==> src/smi_pkg.sv <==
package smi_pkg;
    localparam int          ANGLE_W        = 12;
    localparam int          TL_W           = 3;
    localparam int          GEAR_W         = 2;
    localparam int          RATIO_W        = 3;
    localparam int          TEETH_W        = 16;
    localparam int          SET_W          = 8;
    localparam int          CNT_W          = 26;
    localparam int          CLK_KHZ        = 125000;
    // handshake step spacing, index-done off time, controller hold time
    localparam int          STEP_GAP_MS    = 20;
    localparam int          OFF_TIME_MS    = 200;
    localparam int          HOLD_MIN_MS    = 50;
    localparam int          STEP_GAP_CYC   = STEP_GAP_MS * CLK_KHZ;
    localparam int          OFF_TIME_CYC   = OFF_TIME_MS * CLK_KHZ;
    localparam int          HOLD_MIN_CYC   = HOLD_MIN_MS * CLK_KHZ;
    localparam logic [2:0]  RATIO_MAX      = 3'h4;
    localparam logic [2:0]  RATIO_RESET    = 3'h0;
    localparam logic [7:0]  DECEL_DEFAULT  = 8'h14;
    localparam logic [7:0]  GAIN_DEFAULT   = 8'h64;
    localparam logic [7:0]  INPOS_DEFAULT  = 8'h0E;
    localparam logic [15:0] TEETH_UNITY    = 16'h0001;
    localparam logic [11:0] ORIENT_HOME    = 12'h000;
    localparam logic [1:0]  GEAR_LOW       = 2'h0;
    localparam logic [2:0]  TL_NONE        = 3'h0;
endpackage : smi_pkg

==> src/smi_link_if.sv <==
`timescale 1ns/10ps
`default_nettype none
interface smi_link_if;
    logic                             orient_start_cmd;
    logic                             index_forward_cmd;
    logic                             index_reverse_cmd;
    logic [smi_pkg::ANGLE_W-1:0]      stop_position_word;
    logic [smi_pkg::TL_W-1:0]         torque_limit_inputs;
    logic [smi_pkg::GEAR_W-1:0]       gear_select;
    logic                             machine_ready;
    logic                             orient_done_out;
    logic                             index_done_out;

    modport dev (
        input  orient_start_cmd, index_forward_cmd, index_reverse_cmd,
        input  stop_position_word, torque_limit_inputs, gear_select,
        input  machine_ready,
        output orient_done_out, index_done_out
    );
    modport ctl (
        output orient_start_cmd, index_forward_cmd, index_reverse_cmd,
        output stop_position_word, torque_limit_inputs, gear_select,
        output machine_ready,
        input  orient_done_out, index_done_out
    );
endinterface : smi_link_if
`default_nettype wire

==> src/smi_device.sv <==
`timescale 1ns/10ps
`default_nettype none
module smi_device #(
    parameter int                     STEP_GAP_CYC = smi_pkg::STEP_GAP_CYC,
    parameter int                     OFF_TIME_CYC = smi_pkg::OFF_TIME_CYC,
    parameter logic [smi_pkg::SET_W-1:0] DECEL_RATE = smi_pkg::DECEL_DEFAULT,
    parameter logic [smi_pkg::SET_W-1:0] ENC_GAIN   = smi_pkg::GAIN_DEFAULT,
    parameter logic [smi_pkg::SET_W-1:0] PG_GAIN    = smi_pkg::GAIN_DEFAULT
) (
    input  wire logic                            REF_CLK,
    input  wire logic                            RST_B,
    smi_link_if.dev                              LINK,
    input  wire logic [smi_pkg::ANGLE_W-1:0]     POS_RAW,
    input  wire logic                            ENCODER_MODE,
    input  wire logic                            ZPHASE_PRESENT,
    input  wire logic [smi_pkg::RATIO_W-1:0]     DETECTOR_RATIO,
    input  wire logic [smi_pkg::TEETH_W-1:0]     SPINDLE_TEETH,
    input  wire logic [smi_pkg::TEETH_W-1:0]     MOTOR_TEETH,
    input  wire logic [smi_pkg::SET_W-1:0]       INPOS_WIDTH,
    output logic                                 DRIVE_EN,
    output logic                                 COAST,
    output logic                                 RUN_FWD,
    output logic [smi_pkg::ANGLE_W-1:0]          TARGET_POS,
    output logic                                 LOW_GEAR,
    output logic [smi_pkg::TL_W-1:0]             TORQUE_LIMIT,
    output logic [smi_pkg::SET_W-1:0]            DECEL_OUT,
    output logic [smi_pkg::SET_W-1:0]            LOOP_GAIN,
    output logic [smi_pkg::TEETH_W-1:0]          RATIO_NUM,
    output logic [smi_pkg::TEETH_W-1:0]          RATIO_DEN,
    output logic                                 CFG_ERR
);
    localparam int AW = smi_pkg::ANGLE_W;
    localparam int CW = smi_pkg::CNT_W;

    typedef enum logic [1:0] {
        D_COAST, D_ORIENT, D_HELD, D_INDEX
    } smi_dstate_t;

    smi_dstate_t           state_reg, state_next;
    logic                  fwd_prev_reg, fwd_prev_next;
    logic                  rev_prev_reg, rev_prev_next;
    logic                  orient_prev_reg, orient_prev_next;
    logic                  orient_done_reg, orient_done_next;
    logic                  index_done_reg, index_done_next;
    logic [CW-1:0]         gap_cnt_reg, gap_cnt_next;
    logic [CW-1:0]         off_cnt_reg, off_cnt_next;
    logic                  drive_reg, drive_next;
    logic                  coast_reg, coast_next;
    logic                  dir_reg, dir_next;
    logic [AW-1:0]         target_reg, target_next;
    logic                  low_gear_reg, low_gear_next;
    logic [2:0]            tl_reg, tl_next;
    logic [7:0]            decel_reg, decel_next;
    logic [7:0]            gain_reg, gain_next;
    logic [15:0]           num_reg, num_next;
    logic [15:0]           den_reg, den_next;
    logic                  cfg_err_reg, cfg_err_next;
    logic [2:0]            ratio_reg, ratio_next;

    logic [AW-1:0]         spindle_pos;
    logic                  inpos;
    logic                  fwd_rise;
    logic                  rev_rise;
    logic                  link_ok;

    smi_pos_tracker #(.W(AW)) u_track (
        .clk         (REF_CLK),
        .rst_b       (RST_B),
        .pos_raw     (POS_RAW),
        .ratio_code  (ratio_reg),
        .target      (target_reg),
        .width       (INPOS_WIDTH),
        .spindle_pos (spindle_pos),
        .inpos       (inpos)
    );

    always_comb begin
        fwd_rise = LINK.index_forward_cmd && !fwd_prev_reg;
        rev_rise = LINK.index_reverse_cmd && !rev_prev_reg;
        link_ok  = LINK.orient_start_cmd && LINK.machine_ready;
    end

    // configuration: ratio, gains, teeth counts
    always_comb begin
        ratio_next = smi_pkg::RATIO_RESET;
        if (ENCODER_MODE && DETECTOR_RATIO <= smi_pkg::RATIO_MAX) begin
            ratio_next = DETECTOR_RATIO;
        end
        cfg_err_next = !ENCODER_MODE &&
                       (SPINDLE_TEETH != smi_pkg::TEETH_UNITY ||
                        MOTOR_TEETH != smi_pkg::TEETH_UNITY ||
                        !ZPHASE_PRESENT);
        num_next   = SPINDLE_TEETH;
        den_next   = MOTOR_TEETH;
        decel_next = DECEL_RATE;
        gain_next  = ENCODER_MODE ? ENC_GAIN : PG_GAIN;
        tl_next    = LINK.orient_start_cmd ? LINK.torque_limit_inputs
                                           : smi_pkg::TL_NONE;
    end

    always_ff @(posedge REF_CLK or negedge RST_B) begin
        if (!RST_B) begin
            ratio_reg   <= smi_pkg::RATIO_RESET;
            cfg_err_reg <= 1'b0;
            num_reg     <= smi_pkg::TEETH_UNITY;
            den_reg     <= smi_pkg::TEETH_UNITY;
            decel_reg   <= smi_pkg::DECEL_DEFAULT;
            gain_reg    <= smi_pkg::GAIN_DEFAULT;
            tl_reg      <= smi_pkg::TL_NONE;
        end else begin
            ratio_reg   <= ratio_next;
            cfg_err_reg <= cfg_err_next;
            num_reg     <= num_next;
            den_reg     <= den_next;
            decel_reg   <= decel_next;
            gain_reg    <= gain_next;
            tl_reg      <= tl_next;
        end
    end

    // orientation and indexing sequencer
    always_comb begin
        state_next       = state_reg;
        fwd_prev_next    = LINK.index_forward_cmd;
        rev_prev_next    = LINK.index_reverse_cmd;
        orient_prev_next = LINK.orient_start_cmd;
        orient_done_next = orient_done_reg;
        index_done_next  = index_done_reg;
        drive_next       = drive_reg;
        coast_next       = coast_reg;
        dir_next         = dir_reg;
        target_next      = target_reg;
        low_gear_next    = low_gear_reg;
        off_cnt_next     = (off_cnt_reg != '0) ? CW'(off_cnt_reg - 1'b1)
                                               : off_cnt_reg;
        gap_cnt_next     = (gap_cnt_reg != '0) ? CW'(gap_cnt_reg - 1'b1)
                                               : gap_cnt_reg;
        if (LINK.orient_start_cmd != orient_prev_reg) begin
            gap_cnt_next = CW'(STEP_GAP_CYC);
        end
        case (state_reg)
            D_COAST: begin
                drive_next       = 1'b0;
                coast_next       = 1'b1;
                orient_done_next = 1'b0;
                index_done_next  = 1'b0;
                // only a fresh orient command starts a new stop
                if (link_ok && !orient_prev_reg && !cfg_err_reg) begin
                    state_next    = D_ORIENT;
                    target_next   = smi_pkg::ORIENT_HOME;
                    dir_next      = 1'b1;
                    drive_next    = 1'b1;
                    coast_next    = 1'b0;
                    low_gear_next = 1'b1;
                end
            end
            D_ORIENT: begin
                if (inpos) begin
                    state_next       = D_HELD;
                    orient_done_next = 1'b1;
                    gap_cnt_next     = CW'(STEP_GAP_CYC);
                end
            end
            D_HELD: begin
                // indexing only from a completed stop
                if ((fwd_rise || rev_rise) && gap_cnt_reg == '0) begin
                    state_next      = D_INDEX;
                    target_next     = LINK.stop_position_word;
                    dir_next        = fwd_rise;
                    index_done_next = 1'b0;
                    off_cnt_next    = CW'(OFF_TIME_CYC);
                end
            end
            D_INDEX: begin
                // indexing inputs are ignored until settled
                if (inpos && off_cnt_reg == '0) begin
                    state_next      = D_HELD;
                    index_done_next = 1'b1;
                    gap_cnt_next    = CW'(STEP_GAP_CYC);
                end
            end
            default: begin
                state_next = D_COAST;
            end
        endcase
        if (!link_ok && state_reg != D_COAST) begin
            state_next       = D_COAST;
            drive_next       = 1'b0;
            coast_next       = 1'b1;
            orient_done_next = 1'b0;
            index_done_next  = 1'b0;
            low_gear_next    = 1'b0;
        end
    end

    always_ff @(posedge REF_CLK or negedge RST_B) begin
        if (!RST_B) begin
            state_reg       <= D_COAST;
            fwd_prev_reg    <= 1'b0;
            rev_prev_reg    <= 1'b0;
            orient_prev_reg <= 1'b0;
            orient_done_reg <= 1'b0;
            index_done_reg  <= 1'b0;
            gap_cnt_reg     <= '0;
            off_cnt_reg     <= '0;
            drive_reg       <= 1'b0;
            coast_reg       <= 1'b1;
            dir_reg         <= 1'b1;
            target_reg      <= smi_pkg::ORIENT_HOME;
            low_gear_reg    <= 1'b0;
        end else begin
            state_reg       <= state_next;
            fwd_prev_reg    <= fwd_prev_next;
            rev_prev_reg    <= rev_prev_next;
            orient_prev_reg <= orient_prev_next;
            orient_done_reg <= orient_done_next;
            index_done_reg  <= index_done_next;
            gap_cnt_reg     <= gap_cnt_next;
            off_cnt_reg     <= off_cnt_next;
            drive_reg       <= drive_next;
            coast_reg       <= coast_next;
            dir_reg         <= dir_next;
            target_reg      <= target_next;
            low_gear_reg    <= low_gear_next;
        end
    end

    assign LINK.orient_done_out = orient_done_reg;
    assign LINK.index_done_out  = index_done_reg;
    assign DRIVE_EN     = drive_reg;
    assign COAST        = coast_reg;
    assign RUN_FWD      = dir_reg;
    assign TARGET_POS   = target_reg;
    assign LOW_GEAR     = low_gear_reg;
    assign TORQUE_LIMIT = tl_reg;
    assign DECEL_OUT    = decel_reg;
    assign LOOP_GAIN    = gain_reg;
    assign RATIO_NUM    = num_reg;
    assign RATIO_DEN    = den_reg;
    assign CFG_ERR      = cfg_err_reg;
endmodule : smi_device
`default_nettype wire

==> src/smi_pos_tracker.sv <==
`timescale 1ns/10ps
`default_nettype none
module smi_pos_tracker #(
    parameter int W = smi_pkg::ANGLE_W
) (
    input  wire logic                       clk,
    input  wire logic                       rst_b,
    input  wire logic [W-1:0]               pos_raw,
    input  wire logic [smi_pkg::RATIO_W-1:0] ratio_code,
    input  wire logic [W-1:0]               target,
    input  wire logic [smi_pkg::SET_W-1:0]  width,
    output logic      [W-1:0]               spindle_pos,
    output logic                            inpos
);
    logic [W-1:0] sync1_reg;
    logic [W-1:0] sync2_reg;
    logic [W-1:0] dist_fwd;
    logic [W-1:0] dist_rev;

    always_ff @(posedge clk or negedge rst_b) begin
        if (!rst_b) begin
            sync1_reg <= '0;
            sync2_reg <= '0;
        end else begin
            sync1_reg <= pos_raw;
            sync2_reg <= sync1_reg;
        end
    end

    // detector turns 1/2^code per spindle turn, so scale up to spindle angle
    always_comb begin
        spindle_pos = W'(sync2_reg << ratio_code);
        dist_fwd    = W'(target - spindle_pos);
        dist_rev    = W'(spindle_pos - target);
        inpos       = (dist_fwd <= W'(width)) || (dist_rev <= W'(width));
    end
endmodule : smi_pos_tracker
`default_nettype wire

==> src/flat_wrapper.sv <==
// flat-port wrapper written by rule: the top's interface ports become plain ports
module smi_device_flat 
#(
    parameter int                     STEP_GAP_CYC = smi_pkg::STEP_GAP_CYC,
    parameter int                     OFF_TIME_CYC = smi_pkg::OFF_TIME_CYC,
    parameter logic [smi_pkg::SET_W-1:0] DECEL_RATE = smi_pkg::DECEL_DEFAULT,
    parameter logic [smi_pkg::SET_W-1:0] ENC_GAIN   = smi_pkg::GAIN_DEFAULT,
    parameter logic [smi_pkg::SET_W-1:0] PG_GAIN    = smi_pkg::GAIN_DEFAULT
)
  (REF_CLK, RST_B, POS_RAW, ENCODER_MODE, ZPHASE_PRESENT, DETECTOR_RATIO, SPINDLE_TEETH, MOTOR_TEETH, INPOS_WIDTH, DRIVE_EN, COAST, RUN_FWD, TARGET_POS, LOW_GEAR, TORQUE_LIMIT, DECEL_OUT, LOOP_GAIN, RATIO_NUM, RATIO_DEN, CFG_ERR, LINK_orient_start_cmd, LINK_index_forward_cmd, LINK_index_reverse_cmd, LINK_stop_position_word, LINK_torque_limit_inputs, LINK_gear_select, LINK_machine_ready, LINK_orient_done_out, LINK_index_done_out);
  smi_link_if LINK_i ();
  input  wire logic REF_CLK;
  input  wire logic RST_B;
  input  wire logic [smi_pkg::ANGLE_W-1:0] POS_RAW;
  input  wire logic ENCODER_MODE;
  input  wire logic ZPHASE_PRESENT;
  input  wire logic [smi_pkg::RATIO_W-1:0] DETECTOR_RATIO;
  input  wire logic [smi_pkg::TEETH_W-1:0] SPINDLE_TEETH;
  input  wire logic [smi_pkg::TEETH_W-1:0] MOTOR_TEETH;
  input  wire logic [smi_pkg::SET_W-1:0] INPOS_WIDTH;
  output logic DRIVE_EN;
  output logic COAST;
  output logic RUN_FWD;
  output logic [smi_pkg::ANGLE_W-1:0] TARGET_POS;
  output logic LOW_GEAR;
  output logic [smi_pkg::TL_W-1:0] TORQUE_LIMIT;
  output logic [smi_pkg::SET_W-1:0] DECEL_OUT;
  output logic [smi_pkg::SET_W-1:0] LOOP_GAIN;
  output logic [smi_pkg::TEETH_W-1:0] RATIO_NUM;
  output logic [smi_pkg::TEETH_W-1:0] RATIO_DEN;
  output logic CFG_ERR;
  input wire logic [$bits(LINK_i.orient_start_cmd)-1:0] LINK_orient_start_cmd;
  input wire logic [$bits(LINK_i.index_forward_cmd)-1:0] LINK_index_forward_cmd;
  input wire logic [$bits(LINK_i.index_reverse_cmd)-1:0] LINK_index_reverse_cmd;
  input wire logic [$bits(LINK_i.stop_position_word)-1:0] LINK_stop_position_word;
  input wire logic [$bits(LINK_i.torque_limit_inputs)-1:0] LINK_torque_limit_inputs;
  input wire logic [$bits(LINK_i.gear_select)-1:0] LINK_gear_select;
  input wire logic [$bits(LINK_i.machine_ready)-1:0] LINK_machine_ready;
  output wire logic [$bits(LINK_i.orient_done_out)-1:0] LINK_orient_done_out;
  output wire logic [$bits(LINK_i.index_done_out)-1:0] LINK_index_done_out;
  assign LINK_i.orient_start_cmd = LINK_orient_start_cmd;
  assign LINK_i.index_forward_cmd = LINK_index_forward_cmd;
  assign LINK_i.index_reverse_cmd = LINK_index_reverse_cmd;
  assign LINK_i.stop_position_word = LINK_stop_position_word;
  assign LINK_i.torque_limit_inputs = LINK_torque_limit_inputs;
  assign LINK_i.gear_select = LINK_gear_select;
  assign LINK_i.machine_ready = LINK_machine_ready;
  assign LINK_orient_done_out = LINK_i.orient_done_out;
  assign LINK_index_done_out = LINK_i.index_done_out;
  smi_device #(.STEP_GAP_CYC(STEP_GAP_CYC), .OFF_TIME_CYC(OFF_TIME_CYC), .DECEL_RATE(DECEL_RATE), .ENC_GAIN(ENC_GAIN), .PG_GAIN(PG_GAIN)) u_core (.REF_CLK(REF_CLK), .RST_B(RST_B), .LINK(LINK_i), .POS_RAW(POS_RAW), .ENCODER_MODE(ENCODER_MODE), .ZPHASE_PRESENT(ZPHASE_PRESENT), .DETECTOR_RATIO(DETECTOR_RATIO), .SPINDLE_TEETH(SPINDLE_TEETH), .MOTOR_TEETH(MOTOR_TEETH), .INPOS_WIDTH(INPOS_WIDTH), .DRIVE_EN(DRIVE_EN), .COAST(COAST), .RUN_FWD(RUN_FWD), .TARGET_POS(TARGET_POS), .LOW_GEAR(LOW_GEAR), .TORQUE_LIMIT(TORQUE_LIMIT), .DECEL_OUT(DECEL_OUT), .LOOP_GAIN(LOOP_GAIN), .RATIO_NUM(RATIO_NUM), .RATIO_DEN(RATIO_DEN), .CFG_ERR(CFG_ERR));
endmodule
==> config.mk <==
export PLATFORM = sky130hd
export DESIGN_NAME = smi_device_flat
export DESIGN_NICKNAME = d
export VERILOG_FILES = /design/src/smi_pkg.sv /design/src/smi_link_if.sv /design/src/smi_device.sv /design/src/smi_pos_tracker.sv /design/src/flat_wrapper.sv
export SDC_FILE = /design/constraint.sdc
export NUM_CORES = 1
export LEC_CHECK = 0
export BUFFER_PORTS_ARGS = -buffer_cell sky130_fd_sc_hd__buf_2
export CORE_UTILIZATION = 25
export DETAILED_ROUTE_END_ITERATION = 8
export GPL_TIMING_DRIVEN = 0
export PLACE_DENSITY = 0.4
export SYNTH_ARGS = -nofsm -noshare
export SYNTH_HDL_FRONTEND = slang
export SYNTH_SLANG_ARGS = --single-unit
==> constraint.sdc <==
create_clock -name REF_CLK -period 5.36 [get_ports REF_CLK]
set_input_delay 1.608 -clock REF_CLK [delete_from_list [all_inputs] [get_ports REF_CLK]]
set_output_delay 1.608 -clock REF_CLK [all_outputs]
set_load 0.01 [all_outputs]
Yosys cells after proc, flatten, opt, wreduce, memory -nomap -nowiden
Cells that the tools add are included.

Logic and storage cells: 114. ROM bits: 0. Memory bits (writable): 0. Output and inout port bits: 70. Flip-flop bits (word level): 138. Input bits: 80. Memories kept: 0. Latch bits: 0.

Reductions and logical operators: 37. Multiply operators: 0. Muxes and demuxes: 37. Magnitude comparators: 3. Equal/unequal tests: 12. Divide/modulo/power cells: 0. $add $sub $neg: 4. Shift operators: 1. Bitwise logic cells: 0.

Operators by type and width (count): two-way mux 26 bit (7); logical NOT 26 bit (2); case mux 26 bit (2 select lines) (1); nonzero test 26 bit (2); subtractor 26 x 1 -> 26 bit (second input constant) (2); != test 16 x 1 -> 1 bit (second input constant) (2); <= comparator 12 x 8 -> 1 bit (2); two-way mux 12 bit (2); case mux 12 bit (2 select lines) (1); subtractor 12 bit (2); two-way mux 1 bit (15); != test 3 x 1 -> 1 bit (second input constant) (4); left shift 12 x 3 -> 12 bit (1); logical AND 1 bit (10); two-way mux 2 bit (5); case mux 2 bit (4 select lines) (1); nonzero test 2 bit (4); logical NOT 1 bit (7); two-way mux 3 bit (2); AND reduction 3 bit (2); equality test 2 bit (second input constant) (2); logical OR 1 bit (4); != test 2 x 1 -> 1 bit (second input constant) (2); case mux 1 bit (2 select lines) (2); other kinds (9) (10).

Depth between registers and ports, before layout
Depth after elaboration: 8. Mapped depth: 22.

By module
From an unflattened synthesis, not the netlist that was laid out.

Cells, all modules: 774. Area total of the unflattened synthesis: 7817.5 um^2.

By module, submodules not included: smi_device (instances 1, seq. area each 2857.7 um^2, area an instance 5345.1 um^2, cells an instance 496); smi_pos_tracker (instances 1, seq. area each 600.6 um^2, area an instance 2472.4 um^2, cells an instance 278).

Least setup slack after synthesis
No wires, ideal clock.

Kind: flip-flop to flip-flop. Start point: register u_core.ratio_reg[0]. End point: register u_core.gap_cnt_reg[16]. Buffers on the path: 3. Data arrival time: 4120 ps. Cell stages (with the launch flop): 21. Library setup time: 146 ps. Clock period less this slack: 4266 ps. Slack: 1094 ps. Cells stage by stage: dfrtp_1 > buf_1 > mux2_2 > mux2i_1 > o22a_1 > inv_1 > ha_1 > clkbuf_1 > nand2_1 > a211oi_1 > nor2_1 > xnor2_1 > ha_1 > a21oi_1 > o21ai_0 > mux2i_1 > a21oi_1 > nor4_1 > a22o_1 > buf_2 > a221oi_1.

Cells in the longest elaborated chain, start to end: 7. Elaborated cells on any way between the ends: 10. Classes of those cells: add/sub: 2; order compare: 2; shift: 1; mux: 3; reduce/logical: 2.

RTL lines: start, declared (RTL line smi_device.sv:58) `logic [2:0] ratio_reg, ratio_next;`; start signal, assigned (RTL line smi_device.sv:103) `ratio_reg <= smi_pkg::RATIO_RESET;`; start signal, assigned (RTL line smi_device.sv:111) `ratio_reg <= ratio_next;`; left shift 12 x 3 -> 12 bit (*) (RTL line smi_pos_tracker.sv:32) `spindle_pos = W'(sync2_reg << ratio_code);`; subtractor 12 bit, on equally long branches (RTL line smi_pos_tracker.sv:33, smi_pos_tracker.sv:34); <= comparator 12 x 8 -> 1 bit (RTL line smi_pos_tracker.sv:35) `inpos = (dist_fwd <= W'(width)) || (dist_rev <= W'(width));`; logical OR 1 bit (*) (RTL line smi_pos_tracker.sv:35); logical AND 1 bit (RTL line smi_device.sv:176) `if (inpos && off_cnt_reg == '0) begin`; two-way mux 26 bit (RTL line smi_device.sv:176); case mux 26 bit (2 select lines) (*) (RTL line smi_device.sv:141) `case (state_reg)`; net u_core.gap_cnt_next[16] (RTL line smi_device.sv:45) `logic [CW-1:0] gap_cnt_reg, gap_cnt_next;`; end signal, assigned (RTL line smi_device.sv:218) `gap_cnt_reg <= gap_cnt_next;`; end, declared (RTL line smi_device.sv:45).

The timed path passes the listed nets; every way through them passes the cells marked *. A chain may end at the register's enable or synchronous reset.

Final worst setup path
Ends and elaborated chain as after synthesis.

==> metrics.txt <==
Post-CTS Hold Buffers 0; initial antenna violation count 0; CTS Root Cell clkbuf_16; H-Tree Depth 4; startpoint types flop; pwr dens 291.3 mW/mm^2; CTS max path bufs 2; Most used DFF post-synth dfrtp_1; fraction of registers with async set/reset 100.0%; Slew @ Worst Pin 1.048 ns; Worst Path Buf+Inv 3; port buffer count 131; count leader, synth dfrtp_1; number of vias per cell 4.423; crit end category flop; Period minus WS final 4.928 ns; Synth Cell Area 0.007443 sq mm; Area Overhead vs Synth 24.09%; crit path DAT 5.19 ns; Final setup viols 0; Mapped Cells 728; Avg Cell Area, Syn 10.22 sq um; crit-path cells mux2_2 -> mux2i_1 -> o22a_1 -> inv_1 -> ha_1 -> clkbuf_1 -> nand2_1 -> a211oi_1 -> nor2_1 -> xnor2_1 -> ha_1 -> a21oi_1 -> o21ai_0 -> mux2i_1 -> a21oi_1 -> nor4_2 -> a22o_1 -> buf_2 -> a221oi_1; starting density of the core 25.66%; drt pass-1 iters 6; first-pass GRT wire length 32040 um; GRT Overall Usage 13.55%; die area 0.03047 sq mm; CTS Sinks 138; # diodes 0; Max Freq 202.9 MHz; area leader, netlist dfrtp_1; HP Class flop to flop; Synth Register Bits 138; DR WL/cell 15.46 um; final WL 19890 um; detailed-route DRC error count 0; Fin Setup TNS 0 ns; CTS tree done; Die Height 174.6 um; final hold viol count 0; synth unique cells 72; outcome completed; EDFF count, synth 0; Critical Path RT 5.62 ns; CTS buffer count 17; sequential-to-total area share from yosys stat 46.46%; share of the synthesized area in the top cell type 45.05%; design area 0.009236 sq mm; Setup WS post-layout 0.4324 ns; most frequent cells after synthesis dfrtp_1 (134), nand2_1 (78), nor2_1 (51), ha_1 (43), inv_1 (39); vias in the first global route 5820; antenna-violating nets left 0; Remaining Overflow, GRT 0; pin count of the biggest net entering global routing 80; Rows 62; gr busiest metal met2; DP Area 0.008666 sq mm; GRT met2 Usage 22.48%; M1 GR Usage 17.75%; critical path's top delay family compound AO/OA/AOI/OAI gates; core area 0.02901 sq mm; Max rail drop VDD 0.0002310 V; HPWL after DPL 15080 um; crit path max-delay cell type dfrtp_4; leakage 3.988 nW; clock skew 0.01035 ns; Die X-Extent 174.6 um; ranking of synthesized cells by area dfrtp_1 (45%), ha_1 (7.2%), nand2_1 (3.9%); Clock transition at path regs 0.07 ns; nets 1015; MaxCap Viol Count 0; yosys warns 0; Final Cycle Share 91.93%; largest fanout on the critical path 12; gpl congestion 0.7667; max incr delay on CP 0.55 ns; max-slew violation count 0; Worst-Skew Late Latency 0.42 ns; post-cts resize count 1; Post-CTS Setup Bufs 0; via count 5692; layout cells sized above 1 24.58%; worst rel slew slack 29.64%; total chip power 2.691 mW; WS Path Type flop to flop; DP Worst Slack -0.2117 ns; I/O pin count 150; met3 usage 2.734%; Initial DRC Count 290
==> power breakdown <==
| group | switching [mW] | leakage [nW] | internal (mW) |
|---|---|---|---|
| clock | 0.516 | 0.261 | 0.610 |
| sequential | 0.0344 | 1.61 | 1.09 |
| combinational | 0.259 | 2.12 | 0.181 |
==> cell families (layout without fill, tap and decap cells) <==
kind of cell	Yosys count	count (layout)	share of synthesized area [%]
other	2	16	0.1009
adders and majority gates	45	45	7.766
buffers and inverters	80	241	5.093
muxes	23	23	3.748
AOI/OAI and AO/OA	134	134	12.12
DFF	138	138	46.46
xor gates and xnor gates	59	59	6.942
and+or+nand+nor	247	247	17.77
==> worst reg2reg max path, cell delays in order (launching register included) <==
cell      delay [ns]
dfrtp_4         0.55
mux2_2          0.38
mux2i_1         0.21
o22a_1          0.20
inv_1           0.05
ha_1            0.26
clkbuf_1        0.32
nand2_1         0.20
a211oi_1        0.33
nor2_1          0.11
xnor2_1         0.15
ha_1            0.34
a21oi_1         0.17
o21ai_0         0.13
mux2i_1         0.15
a21oi_1         0.11
nor4_2          0.35
a22o_1          0.33
buf_2           0.31
a221oi_1        0.14
==> metrics by stage <==
step	hold slack (ns)	instances	utilization, %
6_report	0.3514	1287	31.84
5_1_grt	0.3570	1287	31.84
4_1_cts	0.3538	1289	31.80
2_1_floorplan	0.3312	742	-
3_5_place_dp	0.3356	1258	29.87
3_3_place_gp	0.3318	1257	29.75
==> worst paths after layout <==
path / from / endpoint / slack (ns) / cells after the start
hold reg to reg: u_core.u_track.sync1_reg[9] / u_core.u_track.sync2_reg[9] / 0.35 / 0
max in group asynchronous: RST_B / u_core.RUN_FWD / 3.40 / 2
min in group asynchronous: RST_B / u_core.RATIO_NUM[2] / 1.15 / 1
setup / recovery: u_core.ratio_reg[0] / u_core.gap_cnt_reg[16] / 0.43 / 19
hold / removal: u_core.u_track.sync1_reg[9] / u_core.u_track.sync2_reg[9] / 0.35 / 0
setup reg to reg: u_core.ratio_reg[0] / u_core.gap_cnt_reg[16] / 0.43 / 19
==> layout by cell type (no fill, tap or decap), drive strengths merged, types with 9 or more instances in the layout <==
cell	synthesis	layout
buf	25	156
dfrtp	134	134
nand2	78	78
nor2	51	51
inv	39	46
ha	43	43
xnor2	33	33
clkbuf	16	32
o21ai	31	31
a21oi	28	28
xor2	26	26
a211oi	21	21
nor3	18	18
conb	2	16
nor4	16	16
mux2i	14	14
nand3	13	13
nand4	12	12
o211ai	10	10
a21o	9	9
and3	9	9
==> metal layers <==
metal,routed length [um],vias up
li1,-,2846
met5,0,-
met1,9259,2721
met3,697,11
met2,9703,114
met4,232,0
==> area by class of cell <==
class / instances / area, sq um
flip-flops and latches: 138 / 3462
plain buffers: 38 / 222.7
multi-input cells: 524 / 3676
well taps: 384 / 480.5
clock inverters: 14 / 130.1
inverters: 39 / 146.4
repair buffers: 132 / 689.4
clock buffers: 18 / 429.2
fillers: 3059 / 19780
Power figures use the tool's default switching activity.
